[src/sas_cfg.svh]
`ifndef SAS_CFG_SVH
`define SAS_CFG_SVH

// ----------------------------------------------------------------
// register indexes (byte address is four times the index)
// ----------------------------------------------------------------
`define SAS_IDX_CTL      16'h1030
`define SAS_IDX_RES1     16'h1031
`define SAS_IDX_RES4     16'h1034
`define SAS_IDX_OPT      16'h1039

// ----------------------------------------------------------------
// reset values and field layout
// ----------------------------------------------------------------
`define SAS_CTL_RST      8'h80
`define SAS_OPT_RST      8'h10
`define SAS_OPT_PROT     8'h33
`define SAS_CTL_DONE     7
`define SAS_CTL_ZERO     6

// ----------------------------------------------------------------
// timing counts
// ----------------------------------------------------------------
`define SAS_PROT_CYCLES   64
`define SAS_SAMPLE_CYCLES 12
`define SAS_STEP_CYCLES   4
`define SAS_SAR_BITS      8
`define SAS_SEQ_LEN       4

`endif

[src/sas_pkg.sv]
package sas_pkg;

   // ----------------------------------------------------------------
   // sequencer states
   // ----------------------------------------------------------------
   typedef enum logic [2:0]
   {
      SAS_IDLE   = 3'b000,
      SAS_START  = 3'b001,
      SAS_SAMPLE = 3'b010,
      SAS_STEP   = 3'b011,
      SAS_STORE  = 3'b100
   } sas_state_t;

   // ----------------------------------------------------------------
   // register layouts
   // ----------------------------------------------------------------
   typedef struct packed
   {
      logic       conversions_done_flag;
      logic       unused;
      logic       scan;
      logic       multi_channel_select;
      logic [3:0] channel_select_bits;
   } sas_ctl_t;

   typedef struct packed
   {
      logic       converter_power_on;
      logic       converter_clock_source;
      logic       edge_irq_config;
      logic       startup_delay_enable;
      logic       clock_watch_enable;
      logic       forced_clock_watch;
      logic [1:0] watchdog_rate_select;
   } sas_opt_t;

   // analog front-end drive
   typedef struct packed
   {
      logic [3:0] chan;
      logic       sample_gate;
      logic [7:0] trial;
   } sas_afe_t;

endpackage : sas_pkg

[src/sas_adc_sequencer.sv]
`timescale 1ns/1ns
`include "sas_cfg.svh"

module sas_adc_sequencer
#(
   parameter int unsigned ADDR_W        = 18,
   parameter int unsigned SAMPLE_CYCLES = `SAS_SAMPLE_CYCLES,
   parameter int unsigned STEP_CYCLES   = `SAS_STEP_CYCLES
)
(
   input  wire logic              clock,
   input  wire logic              rst_b,
   input  wire logic              psel,
   input  wire logic              penable,
   input  wire logic              pwrite,
   input  wire logic [ADDR_W-1:0] paddr,
   input  wire logic [31:0]       pwdata,
   output logic [31:0]            prdata,
   output logic                   pready,
   output logic                   pslverr,
   input  wire logic              comp_in,
   input  wire logic              rc_tick,
   input  wire logic              special_mode,
   output sas_pkg::sas_afe_t      afe,
   output logic                   converter_power_on,
   output logic                   converter_clock_source
);

   // ----------------------------------------------------------------
   // decode helpers
   // ----------------------------------------------------------------
   function automatic logic sas_hit(input logic [ADDR_W-1:0] a,
                                    input logic [15:0]       idx);
      sas_hit = (a == ADDR_W'({idx, 2'b00}));
   endfunction : sas_hit

   // group mode takes the upper select bits and the sequence position
   function automatic logic [3:0] sas_chan(input sas_pkg::sas_ctl_t c,
                                           input logic [1:0]       pos);
      if (c.multi_channel_select)
         sas_chan = {c.channel_select_bits[3:2], pos};
      else
         sas_chan = c.channel_select_bits;
   endfunction : sas_chan

   // ----------------------------------------------------------------
   // apb slave
   // ----------------------------------------------------------------
   sas_pkg::sas_ctl_t   ctl_q;
   sas_pkg::sas_opt_t   opt_q;
   sas_pkg::sas_state_t st_q;
   logic [7:0]          res_q [`SAS_SEQ_LEN];
   logic [31:0]         prdata_q;
   logic                pready_q;
   logic                pslverr_q;
   logic                wr_acc;
   logic                rd_cap;
   logic                wr_ctl;
   logic                wr_opt;
   logic                is_res;
   logic [15:0]         res_off;
   logic [31:0]         rd_val;

   assign wr_acc  = psel && penable && pwrite && pready_q;
   assign rd_cap  = psel && !penable && !pwrite;
   assign wr_ctl  = wr_acc && sas_hit(paddr, `SAS_IDX_CTL);
   assign wr_opt  = wr_acc && sas_hit(paddr, `SAS_IDX_OPT);
   assign res_off = 16'(paddr[ADDR_W-1:2]) - `SAS_IDX_RES1;
   assign is_res  = paddr[1:0] == 2'b00
                    && res_off < 16'(`SAS_SEQ_LEN)
                    && paddr[ADDR_W-1:2] >= (ADDR_W-2)'(`SAS_IDX_RES1);

   always_comb
   begin
      rd_val = 32'h0000_0000;
      if (sas_hit(paddr, `SAS_IDX_CTL))
         rd_val = {24'h00_0000, ctl_q};
      else if (sas_hit(paddr, `SAS_IDX_OPT))
         rd_val = {24'h00_0000, opt_q};
      else if (is_res)
         rd_val = {24'h00_0000, res_q[res_off[1:0]]};
   end

   // zero wait states: answer is ready in the first access cycle
   always_ff @(posedge clock)
   begin
      if (!rst_b)
      begin
         pready_q  <= 1'b0;
         pslverr_q <= 1'b0;
         prdata_q  <= 32'h0000_0000;
      end
      else
      begin
         pready_q  <= psel && !penable;
         pslverr_q <= psel && !penable
                      && !(sas_hit(paddr, `SAS_IDX_CTL)
                           || sas_hit(paddr, `SAS_IDX_OPT) || is_res);
         if (rd_cap)
            prdata_q <= rd_val;
      end
   end

   assign prdata  = prdata_q;
   assign pready  = pready_q;
   assign pslverr = pslverr_q;

   // ----------------------------------------------------------------
   // option register with write-once bits
   // ----------------------------------------------------------------
   logic [6:0] win_q;
   logic       once_q;
   logic       prot_open;
   logic [7:0] opt_new;

   assign prot_open = special_mode
                      || (!once_q && win_q < 7'(`SAS_PROT_CYCLES));
   assign opt_new   = (pwdata[7:0] & ~`SAS_OPT_PROT)
                      | ((prot_open ? pwdata[7:0] : opt_q)
                         & `SAS_OPT_PROT);

   always_ff @(posedge clock)
   begin
      if (!rst_b)
      begin
         win_q  <= 7'h00;
         once_q <= 1'b0;
         opt_q  <= `SAS_OPT_RST;
      end
      else
      begin
         if (win_q < 7'(`SAS_PROT_CYCLES))
            win_q <= win_q + 7'h01;
         if (wr_opt)
         begin
            opt_q <= opt_new;
            if (!special_mode)
               once_q <= 1'b1;
         end
      end
   end

   assign converter_power_on     = opt_q.converter_power_on;
   assign converter_clock_source = opt_q.converter_clock_source;

   // ----------------------------------------------------------------
   // conversion sequencer
   // ----------------------------------------------------------------
   logic       tick;
   logic [3:0] cnt_q;
   logic [1:0] conv_q;
   logic       commit;
   logic       sar_strobe;
   logic       sar_last;
   logic [7:0] trial;
   logic [3:0] chan_q;
   logic       gate_q;

   // rc pacing arrives as a synchronous tick; system clock paces always
   assign tick       = opt_q.converter_clock_source ? rc_tick : 1'b1;
   // comparator read only at the end of a settled step
   assign sar_strobe = st_q == sas_pkg::SAS_STEP && tick
                       && cnt_q == 4'(STEP_CYCLES - 1);
   // a read capture this cycle defers the store by one cycle
   assign commit     = st_q == sas_pkg::SAS_STORE && !rd_cap;

   always_ff @(posedge clock)
   begin
      if (!rst_b)
      begin
         st_q   <= sas_pkg::SAS_IDLE;
         cnt_q  <= 4'h0;
         conv_q <= 2'h0;
      end
      else if (!opt_q.converter_power_on)
         st_q <= sas_pkg::SAS_IDLE;
      else if (wr_ctl)
         st_q <= sas_pkg::SAS_START;
      else
      begin
         case (st_q)
            sas_pkg::SAS_START:
            begin
               st_q   <= sas_pkg::SAS_SAMPLE;
               cnt_q  <= 4'h0;
               conv_q <= 2'h0;
            end
            sas_pkg::SAS_SAMPLE:
               if (tick)
               begin
                  if (cnt_q == 4'(SAMPLE_CYCLES - 1))
                  begin
                     st_q  <= sas_pkg::SAS_STEP;
                     cnt_q <= 4'h0;
                  end
                  else
                     cnt_q <= cnt_q + 4'h1;
               end
            sas_pkg::SAS_STEP:
               if (tick)
               begin
                  if (cnt_q == 4'(STEP_CYCLES - 1))
                  begin
                     cnt_q <= 4'h0;
                     if (sar_last)
                        st_q <= sas_pkg::SAS_STORE;
                  end
                  else
                     cnt_q <= cnt_q + 4'h1;
               end
            sas_pkg::SAS_STORE:
               if (commit)
               begin
                  conv_q <= conv_q + 2'h1;
                  cnt_q  <= 4'h0;
                  if (conv_q == 2'(`SAS_SEQ_LEN - 1) && !ctl_q.scan)
                     st_q <= sas_pkg::SAS_IDLE;
                  else
                     st_q <= sas_pkg::SAS_SAMPLE;
               end
            default:
               st_q <= sas_pkg::SAS_IDLE;
         endcase
      end
   end

   // ----------------------------------------------------------------
   // control register and completion flag
   // ----------------------------------------------------------------
   logic done_set;

   assign done_set = commit && conv_q == 2'(`SAS_SEQ_LEN - 1);

   always_ff @(posedge clock)
   begin
      if (!rst_b)
         ctl_q <= `SAS_CTL_RST;
      else
      begin
         if (wr_ctl)
         begin
            ctl_q.scan                 <= pwdata[5];
            ctl_q.multi_channel_select <= pwdata[4];
            ctl_q.channel_select_bits  <= pwdata[3:0];
         end
         ctl_q.unused <= 1'b0;
         // completion beats a coinciding clear
         if (done_set)
            ctl_q.conversions_done_flag <= 1'b1;
         else if (wr_ctl)
            ctl_q.conversions_done_flag <= 1'b0;
      end
   end

   // ----------------------------------------------------------------
   // result registers
   // ----------------------------------------------------------------
   genvar gi;
   generate
      for (gi = 0; gi < `SAS_SEQ_LEN; gi++)
      begin : g_res
         always_ff @(posedge clock)
         begin
            if (!rst_b)
               res_q[gi] <= 8'h00;
            else if (commit && conv_q == 2'(gi))
               res_q[gi] <= trial;
         end
      end
   endgenerate

   // ----------------------------------------------------------------
   // analog front end
   // ----------------------------------------------------------------
   always_ff @(posedge clock)
   begin
      if (!rst_b)
      begin
         chan_q <= 4'h0;
         gate_q <= 1'b0;
      end
      else
      begin
         chan_q <= sas_chan(ctl_q, conv_q);
         gate_q <= st_q == sas_pkg::SAS_SAMPLE;
      end
   end

   sas_sar #(
      .BITS    (`SAS_SAR_BITS)
   ) u_sar (
      .clock   (clock),
      .rst_b   (rst_b),
      .load    (st_q == sas_pkg::SAS_SAMPLE),
      .strobe  (sar_strobe),
      .comp_in (comp_in),
      .trial   (trial),
      .last    (sar_last)
   );

   assign afe = {chan_q, gate_q, trial};

   logic [4:0] h_gate_q;
   always_ff @(posedge clock)
   begin
      if (!rst_b || !gate_q)
         h_gate_q <= 5'h00;
      else
         h_gate_q <= h_gate_q + 5'h01;
   end
endmodule : sas_adc_sequencer

[src/sas_sar.sv]
`timescale 1ns/1ns
`include "sas_cfg.svh"

module sas_sar
#(
   parameter int unsigned BITS = `SAS_SAR_BITS
)
(
   input  wire logic            clock,
   input  wire logic            rst_b,
   input  wire logic            load,
   input  wire logic            strobe,
   input  wire logic            comp_in,
   output logic [BITS-1:0]      trial,
   output logic                 last
);

   // ----------------------------------------------------------------
   // successive approximation, msb first
   // ----------------------------------------------------------------
   logic [BITS-1:0] code_q;
   logic [BITS-1:0] bit_q;

   always_ff @(posedge clock)
   begin
      if (!rst_b)
      begin
         code_q <= '0;
         bit_q  <= '0;
      end
      else if (load)
      begin
         code_q <= {1'b1, {(BITS-1){1'b0}}};
         bit_q  <= {1'b1, {(BITS-1){1'b0}}};
      end
      else if (strobe && bit_q != '0)
      begin
         // comparator low drops the trial bit; full scale saturates
         code_q <= (comp_in ? code_q : (code_q & ~bit_q))
                   | (bit_q >> 1);
         bit_q  <= bit_q >> 1;
      end
   end

   assign trial = code_q;
   assign last  = bit_q[0];
endmodule : sas_sar

[config.mk]
export PLATFORM = sky130hd
export DESIGN_NAME = sas_adc_sequencer
export DESIGN_NICKNAME = d
export VERILOG_FILES = /design/src/sas_pkg.sv /design/src/sas_adc_sequencer.sv /design/src/sas_sar.sv
export VERILOG_INCLUDE_DIRS = /design/src
export SDC_FILE = /design/constraint.sdc
export NUM_CORES = 1
export LEC_CHECK = 0
export ABC_AREA = 1
export BUFFER_PORTS_ARGS = -buffer_cell sky130_fd_sc_hd__buf_2
export CAP_MARGIN = 10
export CORE_ASPECT_RATIO = 0.5
export CORE_MARGIN = 4
export CORE_UTILIZATION = 50
export CTS_CLUSTER_DIAMETER = 60
export DETAILED_ROUTE_END_ITERATION = 6
export PLACE_DENSITY = 0.7
export SLEW_MARGIN = 25
export SYNTH_ARGS = -nofsm -noshare
export SYNTH_HDL_FRONTEND = slang
export SYNTH_SLANG_ARGS = --single-unit
[constraint.sdc]
create_clock -name clock -period 3.85 [get_ports clock]
set_input_delay 0.77 -clock clock [delete_from_list [all_inputs] [get_ports clock]]
set_output_delay 0.77 -clock clock [all_outputs]
set_load 0.005 [all_outputs]
Yosys cells after proc, flatten, opt, wreduce, memory -nomap -nowiden
Memories as Yosys holds them, arrays and structs flattened.
Cells that the tools add are included.
Widths: inputs -> output; s select.
{ "word_totals": {"ram_bits": 32, "mem_count": 1, "mem_bits_ro": 0, "latchBits": 0, "reg_bits": 88, "word_cells": 159, "output_inout_bits": 49, "input_bits": 58} }
{ "memory_table": {"columns": ["name", "words", "width", "read_ports", "rd_clocked_by_memory_dff", "write_ports", "line", "rtl"], "rows": [
  ["res_q", 4, 8, 1, 0, 4, "sas_adc_sequencer.sv:52", "logic [7:0] res_q [`SAS_SEQ_LEN];"]
]} }
{ "classes": {"n_shift": 0, "n_addsub": 4, "bitwise_logic": 12, "order_cmp": 3, "multipliers": 0, "n_eq_ne": 23, "reduce_logical": 44, "div": 0, "n_mux": 45} }
{ "ops": {"columns": ["op", "n"], "rows": [
  ["$mux 8", 12],
  ["$eq 18x15->1 const B", 2],
  ["$logic_and 1x1->1", 20],
  ["$mux 4", 5],
  ["$mux 3", 6],
  ["$reduce_and 6->1", 3],
  ["$ge 16x13->1 const B", 1],
  ["$lt 16x3->1 const B", 1],
  ["$pmux 4 s4", 1],
  ["$sub 16x13->16 const B", 1],
  ["$mux 1", 15],
  ["$ne 3x3->1 const B", 4],
  ["$pmux 3 s4", 1],
  ["$and 8x8->8", 1],
  ["$ne 2x2->1 const B", 4],
  ["$not 8->8", 1],
  ["$or 8x6->8", 1],
  ["$or 8x7->8", 1],
  ["$reduce_bool 8->1", 1],
  ["$add 7x1->7 const B", 1],
  ["$lt 7x7->1 const B", 1],
  ["$eq 3x2->1 const B", 2],
  ["$logic_not 1->1", 6],
  ["$mux 2", 3],
  ["other kinds (22)", 37]
]} }

Depth between registers and ports, before layout
Gate-level depths: netlist of run 1.
{ "logic_depth": {"ltp_word": 10, "depth_mapped": 18, "mapped_depth_nobuf": 15} }

Cells and area by module
Synthesis of run 1 repeated with hierarchy kept, for this count alone.
{ "unflattened": {"cells_unflattened": 687, "hier_area_um2": 5271.3} }
{ "modules_own_cells": {"columns": ["module", "seq_area_each_um2", "cells_each", "area_per_inst_um2", "instances"], "rows": [
  ["sas_adc_sequencer", 1901.8, 586, 4535.6, 1],
  ["sas_sar", 320.3, 101, 735.7, 1]
]} }

Worst setup path before layout of run 1
No wires, ideal clock.
{ "synth_path": {"kind": "in2reg", "start": "input paddr[2]", "end": "register prdata_q[3], in the netlist prdata[3]", "slack_ps": 1365, "n_path_buf": 4, "t_arrival_ps": 2416, "t_required_ps": 3781, "setup_ps": 69, "cell_stages": 14, "path_cell_list": "buf_6 > inv_4 > buf_6 > buf_2 > ha_1 > clkbuf_1 > inv_1 > nor2_1 > o21ai_0 > a21oi_1 > nand4_1 > nand2_1 > nand2_1 > a21oi_2"} }
{ "synth_via": {"elab_chain_cells": 7, "elab_cells_between_ends": 11, "classes_between": "add/sub (1); order compare (2); eq/ne (2); mux (3); reduce/logical (2); memory (1)"} }
{ "synth_lines": {"columns": ["element", "line", "rtl"], "rows": [
  ["from (decl)", "sas_adc_sequencer.sv:16", "input wire logic [ADDR_W-1:0] paddr,"],
  ["$sub 16x13->16 (no source line)", null, null],
  ["$lt 16x3->1", "sas_adc_sequencer.sv:70", "&& res_off < 16'(`SAS_SEQ_LEN)"],
  ["$logic_and 1x1->1 (2 in a row)", "sas_adc_sequencer.sv:69", "assign is_res = paddr[1:0] == 2'b00"],
  ["$mux 8", "sas_adc_sequencer.sv:80", "else if (is_res)"],
  ["$mux 8", "sas_adc_sequencer.sv:78", "else if (sas_hit(paddr, `SAS_IDX_OPT))"],
  ["$mux 8 *", "sas_adc_sequencer.sv:76", "if (sas_hit(paddr, `SAS_IDX_CTL))"],
  ["to (signal assigned)", "sas_adc_sequencer.sv:100", "prdata_q <= rd_val;"],
  ["to (decl)", "sas_adc_sequencer.sv:53", "logic [31:0] prdata_q;"]
]} }
Mark *: on every way between the ends. The rest lies on a longest branch, timed or not.
A chain may end at the register's enable or synchronous reset.

==> results summary, run 1 <==
The total routing usage reported by global routing came out at 0.185. The origin of the critical flop-to-flop path is st_q[0]$_SDFFE_PN0P_. The starting density of the core came out at 0.520. The number of buffers inserted by hold repair at cts is 0. The mapped cell area came out at 4960 um2. The maximum number of pins on one net before global-route repair came out at 32. Synthesis handed over a netlist of roughly 660 instances.

The async set-reset flop share out of synthesis is 0. The CTS H-tree depth is 3. The path class of the tightest hold or removal check is reg -> reg. The first-pass detailed-route iteration total came out at 5. For the worst setup path, the data arrival time is 2.74 ns.

The detailed-route DRC error count came out at 0. The routed via count is 4151. The leakage power of the design came out at 2.36 nW. The setup-violating endpoint count in the final report came out at 0.

The area of the core is 9540 um2. The placer congestion estimate came out at 0.900. The floorplan has 25 rows. The sequential-to-total area share from yosys stat came out at 0.448. Dividing total power by cell area gives a power density of about 380 nW/um2. Clock-pin slew was measured on the worst setup and hold paths at 0.06 ns.

The total of flip-flops plus latches after synthesis is 95. The number of buffers created by CTS is 9. The final critical-path share of the clock period is 0.657. The tool flagged a number of max-cap violations equal to 0. The Yosys warning count came out at 0. The worst setup path is captured at a flip-flop. The data required time at the worst endpoint came out at about 4 ns.

The startpoint identified for the worst hold timing path is opt_q[3]$_SDFFE_PN0P_. The synthesis-to-finish area growth came out at 12.0%. The cell count of the worst hold path is 2. The clock drives 95 sinks. The number of enable flip-flop cells after synthesis is 32. The fmax came out at just under 400 MHz. The die width is ~150 um. The post-detailed-route via-to-cell ratio is 4.88. In the synthesized netlist the dominant register cell turns out to be dfxtp_1. The antenna violation net count after detailed routing is 0. The aggregate global routing overflow is 0. Setup repair after global routing left no endpoint under its margin. In this run the worst path has a maximum fanout of 18. After layout, the minimum clock period comes to 2.53 ns.

The worst IR drop on VDD is 0.000202 V. In this run, the number of DRC markers left after iteration 0 of detailed routing was 225. The startpoint class of the critical path is a primary input.

In this run the tool buffered the top-level ports with 58 buffer cells. The number of antenna violations at the first check in global routing came out at 0. The net count of the finished layout is 776. CTS placed an instance of clkbuf_16 at the clock tree root. By startpoint and endpoint, the worst setup path is classified as in -> reg. Of the cells placed in the final design, the portion with a size suffix greater than 1 is 0.161. Summing all placed instances gives a cell area of 5240 um2. Pin placement for this block handled 107 I/O pins. The worst reg-to-reg setup slack is 2.08 ns. Measured in cells, the most critical reg-to-reg path has a length of 9. The share of synthesized area in the top cell type comes to 0.254. The TritonCTS clock tree is yes. The worst register-to-register path ends at u_sar.trial[3]$_SDFFE_PP0P_. The via count of the first global-routing pass came out at around 3.6k. Summed over all instances, the cell type with the most area after synthesis is dfxtp_1. The final HPWL from detailed placement is between 8000 and 9000 um. The final number of hold-violating endpoints came out at 0. After detailed routing, the average wire length per cell comes to 12.7 um. The die area came out at 11700 um2. The clock skew is 0.00624 ns. The number of antenna diodes came out at 0. At the pin with the least slew margin, the transition time is 0.546 ns. After routing the design area is between 5000 and 6000 um2. The total negative setup slack came out at 0 ns.

The clock latency on the worst-skew pair came out at 0.34 ns. The first global-routing pass estimated 17400 um of wire. Dividing the synthesized area by the synthesized cell count gives 7.55 um2. The number of buffers on the longest clock path is 2. The flow ran to the end, and the final reports show no timing, DRC or antenna violations. Sorting the synthesized cells by area gives the leading types as dfxtp_1 25%, edfxtp_1 19%, nand2_1 8.8%. The worst relative slew slack is 0.635. The final routed wirelength across all metal layers came out at 10800 um. The number of unique standard cell types used by synthesis is 42.

The number of gates given a new drive strength after cts came out at 0. Post-CTS timing repair inserted 0 buffers for setup. The end of the worst hold path is opt_q[3]$_SDFFE_PN0P_. The final number of max-transition violations was 0.

The floorplan die height is around 78 um.
[layout make-up]
| cell class | instances | area, um2 |
|---|---|---|
| Clock buffer | 9 | 225 |
| Clock inverter | 7 | 86.3 |
| Fill cell | 873 | 3990 |
| Inverter | 93 | 352 |
| Multi-Input combinational cell | 451 | 2190 |
| Sequential cell | 95 | 2220 |
| Tap cell | 135 | 169 |
| Timing Repair Buffer | 60 | 305 |
[metrics by stage]
stage | util | hold slack (ns) | power [mW] | instances | setup slack (ns)
floorplan | - | 0.417 | 1.20 | 680 | 1.36
global placement | 0.549 | 0.438 | 1.23 | 834 | 0.932
detailed placement | 0.549 | 0.443 | 1.23 | 834 | 0.953
CTS | 0.582 | 0.451 | 2.14 | 850 | 1.30
global route | 0.582 | 0.455 | 2.22 | 850 | 1.05
finish | 0.582 | 0.456 | 2.14 | 850 | 1.32
[cell usage after synthesis (9+ instances only)]
cell and count:
nand2_1 116, nor2_1 102, inv_1 82, dfxtp_1 63, o21ai_0 49, a21oi_1 46
edfxtp_1 32, buf_4 26, nand3_1 24, nand4_1 15, a211oi_1 11, inv_2 9
[worst max path at each step]
stage,start,to,slack [ns],cells past startpoint
floorplan,paddr[2],prdata[3]$_SDFFE_PN0P_,1.36,14
global placement,paddr[2],flip-flop,0.93,8
global route,paddr[2],flip-flop,1.05,8
CTS,paddr[2],flip-flop,1.30,8
finish,paddr[2],flip-flop,1.32,8
detailed placement,paddr[2],flip-flop,0.95,8
[state kept, by name, summed over array words and instances (netlist names), 2 cells and up, named ones only]
signal	cells
chan_q	4
cnt_q	4
conv_q	2
ctl_q	7
opt_q	2
prdata	8
res_q	32
st_q	3
u_sar.bit_q	8
u_sar.trial	8
win_q	7
[cells by family (layout without fill, tap and decap cells)]
logic type,count (synthesis),count (layout),synth area share
compound gates,129,129,0.147
xor+xnor,1,1,0.00177
fa+ha+maj,8,8,0.0202
buf+inv,134,169,0.127
flops,95,95,0.448
other cells,1,24,0.000756
simple gates,289,289,0.255
[metal layers]
layer / wire (um) / track usage / vias to the layer above / part of all wire
met5: 0 / 0 / - / 0
met4: 79 / 0.0393 / 0 / 0.0073
met3: 782 / 0.0456 / 7 / 0.073
met2: 4490 / 0.283 / 124 / 0.42
met1: 5420 / 0.268 / 1821 / 0.50
li1: - / - / 2199 / -
[power breakdown]
part           switching [mW]  internal [mW]  leakage [nW]
sequential            0.00748           1.05         0.814
combinational           0.104         0.0469          1.39
clock                   0.359          0.564         0.151
total                   0.471           1.66          2.36
[cells in the final DEF (no fill, tap or decap), drive strengths merged, types with 9 or more instances in the layout]
master,count
nand2,124
nor2,113
inv,93
dfxtp,63
buf,60
a21oi,54
o21ai,53
edfxtp,32
nand3,26
conb,24
nand4,15
a211oi,11
clkbuf,9
[worst max-delay path, stage by stage]
cell,delay [ns]
buf_2,0.30
ha_1,0.23
nand3_1,0.14
nor4_1,0.27
nand4_1,0.33
or2_0,0.46
o21ai_1,0.18
a21oi_1,0.05
(Power assumes the default switching activity.)
==> run 2, diff against run 1 <==
==> constraint.sdc (replaced) <==
create_clock -name clock -period 2.5 [get_ports clock]
set_input_delay 0.5 -clock clock [delete_from_list [all_inputs] [get_ports clock]]
set_output_delay 0.5 -clock clock [all_outputs]
set_load 0.005 [all_outputs]
==> run 2 against run 1 <==
  * First-iteration DRC count is 77% higher
  * Count of clock-buffer cells in the layout increased by 3
  * Power rose by 51%
  * Sequential cell count did not move
  * Critical path depth grew 1
  * Sequential share of layout area down 0.24 points
  * Final area rose by 0.61%
  * Combinational power grew 60%
  * Via count rose by 3.8%
==> results summary, run 2 (synthesis gave the netlist of run 1 again) <==
The number of filler cells placed in the layout is 884 (+1.3%). The total negative setup slack came out at 0 ns (unchanged). The post-detailed-placement cell area came out at 5290 um2 (+1.0%).

The global-route wire length before repair came out at 18400 um (+6.0%). The number of gates given a new drive strength after cts came out at 0 (unchanged). The first-pass detailed-route iteration total is 5 (unchanged). The die width is 149 um (unchanged). The cell count of the worst hold path was 3 (+1).

The post-detailed-route via-to-cell ratio is 5.03 (+2.9%). The flip-flop count of the largest register after layout is 32 (unchanged). The aggregate global routing overflow is 0 (unchanged). The clock latency on the worst-skew pair came out at 0.34 ns (about the same). The fraction of layout cells with a size suffix above 1 is 0.170 (+0.00952). The final number of hold-violating endpoints came out at 0 (unchanged). The clock skew came to 0.00666 ns (+0.000421 ns). The class of the tightest hold or removal check is in -> reg. The number of sinks handled by clock tree synthesis was 95 (unchanged). Setup repair after global routing left no endpoint under its margin. The final number of max-transition violations is 0 (unchanged). The antenna violation net count after detailed routing is 0 (unchanged). The starting density of the core is 0.520 (unchanged). The placer congestion estimate is 0.898 (-0.17%). The final critical path time including I/O delays and setup came out at 1.97 ns. The leakage power of the design came out at 2.39 nW (+1.3%). The routed via count was 4308 (+3.8%). The total power density per cell area is 578 nW/um2 (+50%). STA classifies the critical path startpoint as a primary input. The arrival time reported for the critical path endpoint is 2.18 ns (-0.56 ns). The synthesis-to-finish area growth came out at 12.6%. The worst relative slew slack came out at 0.592 (-0.0434). The endpoint identified for the worst register-to-register timing path is u_sar.trial[5]$_SDFFE_PP0P_. The slew at the pin closest to its max-slew limit came out at 0.608 ns (+0.0619 ns). The area occupied by multi-input gates was 2190 um2 (unchanged).

The detailed-route DRC error count is 0 (unchanged). The final routed wirelength across all metal layers came to 11500 um (+6.5%). The TritonCTS clock tree is yes.

The cell depth of the worst flop-to-flop path came out at 9 (unchanged). The number of antenna violations at the first check in global routing is 0 (unchanged). The final worst slack is 0.532 ns (-0.787 ns). The max-capacitance violation count came to 0 (unchanged). The master cell of the clock root buffer is clkbuf_16. The CTS clock-pin slew for the worst setup and hold paths came to 0.06 ns (about the same).

The worst IR drop on VDD came out at 0.000294 V (+45%). The final critical-path share of the clock period came out at 0.787. The fmax came out at between 500 and 600 MHz.

STA classifies the critical path endpoint as a flip-flop. The floorplan die height came to 78.4 um (unchanged). The area of the core came to 9540 um2 (unchanged). The number of antenna diodes came out at 0 (unchanged). The final net count came to 783 (+0.90%). The setup-violating endpoint count in the final report is 0 (unchanged). Ranked by flip-flop count, first place goes to res_q. The number of buffers inserted by hold repair at cts is 0 (unchanged).

The detail-routed net length per standard cell is 13.4 um (+5.6%). The origin of the critical flop-to-flop path is st_q[0]$_SDFFE_PN0P_. The via count of the first global-routing pass is 3865 (+6.6%). The number of buffers created by CTS is 9 (unchanged). The library cell used most frequently in the layout, excluding fill and tap cells, is nand2_1. The total I/O pin count came out at 107 (unchanged). The flow ran to the end, and the final reports show no timing, DRC or antenna violations. The post-CTS repair timing setup buffer count came out at 0 (unchanged).

The worst setup slack before clock tree synthesis came out at 0.232 ns (-0.722 ns). The data required time at the worst endpoint came out at 2.71 ns (-1.35 ns). In this run the most critical hold path is launched from psel. The CTS H-tree depth came out at 3 (unchanged). The worst setup path is of the in -> reg kind.

The die area came out at 11700 um2 (unchanged). The final design area excluding fillers is 5590 um2 (+0.61%). The number of buffers on the longest clock path is 2 (unchanged). The final HPWL from detailed placement is 8430 um (+4.4%). The area taken by flip-flops and latches was 2220 um2 (unchanged).

The port buffer count is 58 (unchanged). The overall power came out at 3.23 mW (+51%). The path with the worst hold slack has its endpoint at pready$_SDFF_PN0_.

The initial DRC count is 399 (+77%). In the layout the commonest cells are 116 x nand2_1, 102 x nor2_1, 82 x inv_1. The number of core rows was 25 (unchanged). The worst reg-to-reg setup slack came out at 0.67 ns (-1.41 ns).

The worst-path maximum fanout came out at 8 (-10). The total routing usage reported by global routing is 0.198 (+0.0126). The maximum number of pins on one net before global-route repair came out at 32 (unchanged).
[run 2: how the worst max path moves through the flow]
stage                   from                      to  slack (ns)
global placement    paddr[2]  prdata[3]$_SDFFE_PN0P_        0.32
CTS                 paddr[3]               flip-flop        0.56
detailed placement  paddr[3]               flip-flop        0.23
floorplan           paddr[2]  prdata[3]$_SDFFE_PN0P_        0.28
global route        paddr[3]               flip-flop        0.35
finish              paddr[3]               flip-flop        0.53
[run 2: layer usage]
metal | share of wire | vias up | wire (um) | track usage
li1 | - | 2216 | - | -
met1 | 0.48 | 1941 | 5470 | 0.282
met2 | 0.43 | 131 | 4920 | 0.302
met3 | 0.079 | 20 | 900 | 0.0409
met4 | 0.015 | 0 | 174 | 0.0676
met5 | 0 | - | 0 | 0
[run 2: final cells by class]
class,count,area share
Clock buffer,12,0.0444
Sequential cell,95,0.398
Tap cell,135,0.0302
Timing Repair Buffer,67,0.0641
Multi-Input combinational cell,451,0.392
Inverter,93,0.0629
Clock inverter,4,0.00806
[run 2: critical path, cell delays in order]
cell	delay [ns]
buf_2	0.11
inv_1	0.07
ha_1	0.16
nand3_1	0.13
nor4_1	0.30
nand4_1	0.23
or2_0	0.39
o21ai_1	0.21
a21oi_1	0.07
[run 2: metrics by stage]
step	utilization	instances	hold WS, ns
final	0.585	857	0.418
after global routing	0.585	857	0.444
after global placement	0.555	841	0.440
after CTS	0.585	857	0.405
after floorplan	-	680	0.417
after detailed placement	0.555	841	0.444
[run 2: power breakdown]
group / switching [mW] / internal, mW / leakage, nW
clock network: 0.550 / 0.802 / 0.149
logic: 0.165 / 0.0768 / 1.42
registers: 0.0118 / 1.62 / 0.814
total: 0.727 / 2.50 / 2.39
==> run 3, diff against run 2 <==
--- a/config.mk
+++ b/config.mk
@@ -11,10 +11,10 @@
 export CAP_MARGIN = 10
 export CORE_ASPECT_RATIO = 0.5
 export CORE_MARGIN = 4
-export CORE_UTILIZATION = 50
+export CORE_UTILIZATION = 49
 export CTS_CLUSTER_DIAMETER = 60
 export DETAILED_ROUTE_END_ITERATION = 6
-export PLACE_DENSITY = 0.7
+export PLACE_DENSITY = 0.72
 export SLEW_MARGIN = 25
 export SYNTH_ARGS = -nofsm -noshare
 export SYNTH_HDL_FRONTEND = slang
==> constraint.sdc (replaced) <==
create_clock -name clock -period 1.7 [get_ports clock]
set_input_delay 0.34 -clock clock [delete_from_list [all_inputs] [get_ports clock]]
set_output_delay 0.34 -clock clock [all_outputs]
set_load 0.005 [all_outputs]
==> run 3 against run 2 <==
  * Sequential power increased by 46%
  * Wire length increased by 4.7%
  * Critical path depth increased by 1
  * Register-to-register slack got worse by 0.62 ns
  * Non-clock buffer count increased by 50
  * Sequential share of layout area decreased by 3.7 points
  * Utilization increased by 5.4 points
  * Clock power increased by 59%
  * Clock skew increased by 0.0029 ns
  * Final area increased by 10%
  * First-iteration DRC count decreased by 23%
  * Setup slack got worse by 0.48 ns
  * Highest routed layer unchanged
==> results summary, run 3 (synthesis gave the netlist of run 1 again) <==
The via count of the first global-routing pass came to 3994 (+3.3%). The final design area excluding fillers was 6160 um2 (+10%). The kind of end point of the critical path is a flip-flop. The final net count is 834 (+6.5%).

The number of antenna violations at the first check in global routing came out at 0 (unchanged). The global-route wire length before repair is 19000 um (+3.0%). The CTS clock-pin slew for the worst setup and hold paths came out at 0.07 ns (about the same). Among all stages on the critical path, the largest delay is contributed by dfxtp_2. The worst-path maximum fanout came out at 8 (unchanged). The total stage count of the critical path is 10 (+1). The worst register-to-register path ends at cnt_q[3]$_SDFFE_PN0P_. The die area is 11900 um2 (+1.9%). The number of buffers created by CTS is 9 (unchanged). The final critical-path share of the clock period is 0.968.

The fraction of layout cells with a size suffix above 1 is 0.251 (+0.0806). The most critical setup path has its startpoint at st_q[1]$_SDFFE_PP0P_. The number of core rows is 25 (unchanged).

The starting density of the core came to 0.515 (-0.00506). The area of the core came out at 9630 um2 (+0.98%). The final worst slack is 0.0540 ns (-0.478 ns). The leakage power of the design is 2.67 nW (+12%). The arrival time reported for the critical path endpoint came out at 1.93 ns (-0.25 ns). The first-pass detailed-route iteration total is 5 (unchanged). The library cell used most frequently in the layout, excluding fill and tap cells, is nand2_1. The number of filler cells placed in the layout was 821 (-7.1%).

The worst reg-to-reg setup slack is 0.05 ns (-0.62 ns). The flow ran to the end, and the final reports show no timing, DRC or antenna violations. The top cell types in the final layout, fill and taps aside, are 111 x nand2_1, 102 x nor2_1, 79 x inv_1. The fraction of the core area covered by cells at the end of the flow is 0.639 (+0.0538).

The total routing usage reported by global routing came out at 0.200 (+0.00210). The class of the tightest hold or removal check is in -> reg. The delay contributed by the slowest stage of the critical path came out at 0.33 ns (-0.06 ns). The detail-routed net length per standard cell is 13.2 um (-1.2%). The final number of max-transition violations was 0 (unchanged). The number of buffers on the longest clock path was 2 (unchanged). The cell family contributing the most delay on the critical path is simple AND/OR/NAND/NOR gates.

The floorplan die height is 79.1 um (+0.91%). The placer congestion estimate came to 0.900 (+0.18%). The total power density per cell area came out at 812 nW/um2 (+40%).

The number of buffers inserted by hold repair at cts was 0 (unchanged). The detailed-route DRC error count came to 0 (unchanged). TritonCTS built the clock tree. The post-detailed-route via-to-cell ratio is 4.99 (-0.71%). The final number of hold-violating endpoints was 0 (unchanged). The final HPWL from detailed placement came out at 8760 um (+4.0%). The maximum number of pins on one net before global-route repair came out at 20 (-38%). The worst setup slack before clock tree synthesis came out at -0.445 ns (-0.677 ns). The clock skew is 0.00960 ns (+0.00294 ns). The number of sinks handled by clock tree synthesis is 95 (unchanged). The overall power came out at 5.00 mW (+55%). The number of antenna diodes is 0 (unchanged). The antenna violation net count after detailed routing came out at 0 (unchanged). The aggregate global routing overflow came out at 0 (unchanged). The cell sitting at the root of the clock tree is a clkbuf_16.

The CTS H-tree depth is 3 (unchanged). The routed via count came out at 4532 (+5.2%). The clock latency on the worst-skew pair came to 0.34 ns (about the same). The worst setup path is launched from a flip-flop. By startpoint and endpoint, the worst setup path is classified as reg -> reg. The die width came out at 150 um (+0.96%). The worst path in the final design needs a cycle of 1.65 ns, including I/O delays and setup. The flip-flop count of the largest register after layout came out at 32 (unchanged).

The critical path ends at cnt_q[3]$_SDFFE_PN0P_. The fmax came out at 608 MHz. The cell depth of the worst flop-to-flop path came out at 10 (+1).

The post-detailed-placement cell area came to 5670 um2 (+7.0%). The critical path buffer and inverter count is 1 (-1). The data required time at the worst endpoint came to 1.98 ns (-0.73 ns). The total I/O pin count came to 107 (unchanged). The max-capacitance violation count is 0 (unchanged).

The synthesis-to-finish area growth came out at 24.2%. The cell repeated most along the worst path is nand2_2. Setup repair after global routing could not meet its margin everywhere.

The port buffer count came out at 58 (unchanged). The largest register by flop count is res_q. The total negative setup slack is 0 ns (unchanged). The final routed wirelength across all metal layers was 12000 um (+4.7%). The signal on the critical path passes through or2_4 -> nor2_4 -> nand2_2 -> inv_2 -> a21oi_2 -> nor3_2 -> nand2_2 -> o21ai_1 -> nand2_1 -> nor2_1. The setup-violating endpoint count in the final report was 0 (unchanged).

The origin of the critical flop-to-flop path is st_q[1]$_SDFFE_PP0P_. The initial DRC count was 306 (-23%). The worst IR drop on VDD was 0.000447 V (+52%).
## run 3: cell types whose count changed in the layout (fill, tap and decap cells not counted), moves of 3 or more
cell / previous run / this run
buf_12: 0 / 4
buf_4: 9 / 54
inv_1: 82 / 79
nand2_1: 116 / 111
nand2_2: 8 / 11
## run 3: routing by layer
metal / global-route usage / wire (um)
met5: 0 / 0
met1: 0.274 / 5710
met4: 0.0630 / 198
met2: 0.318 / 5390
met3: 0.0428 / 707
## run 3: worst min-delay path by stage
stage                          startpoint              endpoint  cells past startpoint
floorplan           ctl_q[2]$_SDFFE_PN0P_  chan_q[2]$_SDFF_PN0_                      2
global placement                flip-flop             flip-flop                      2
detailed placement              flip-flop             flip-flop                      2
CTS                                  psel     pready$_SDFF_PN0_                      3
global route                         psel     pready$_SDFF_PN0_                      3
finish                               psel     pready$_SDFF_PN0_                      3
## run 3: layout make-up
class / count / area, um2 / area share
clock buffer: 9 / 225 / 0.0366
clock inverter: 7 / 95.1 / 0.0154
sequential: 95 / 2220 / 0.361
tap: 135 / 169 / 0.0274
multi-input combinational: 452 / 2290 / 0.372
timing repair buffer: 117 / 797 / 0.129
inverter: 93 / 357 / 0.0579
## run 3: metrics by stage
step                hold WS [ns]  instances
detailed placement         0.444        881
global placement           0.438        881
finish                     0.260        908
floorplan                  0.417        680
global route               0.253        908
CTS                        0.250        897
## run 3: worst reg2reg max path: stages, from the launching register on
cell and delay (ns):
dfxtp_2 0.33, or2_4 0.26, nor2_4 0.14, nand2_2 0.07
inv_2 0.09, a21oi_2 0.04, nor3_2 0.21, nand2_2 0.16
o21ai_1 0.16, nand2_1 0.06, nor2_1 0.07
## run 3: what timing repair did
action | 4_1_cts | 5_1_grt
pin swaps | 0 | 18
cloned | 0 | 1
setup buffers | 0 | 10
gates resized for setup | 2 | 24
setup endpoints to repair | 4 | 51
endpoints found under the hold margin | 0 | 0
## run 3: power by group
group	internal, mW	total, mW	switching (mW)
combinational	0.181	0.447	0.266
clock	1.29	2.15	0.859
sequential	2.39	2.40	0.0167
total	3.86	5.00	1.14
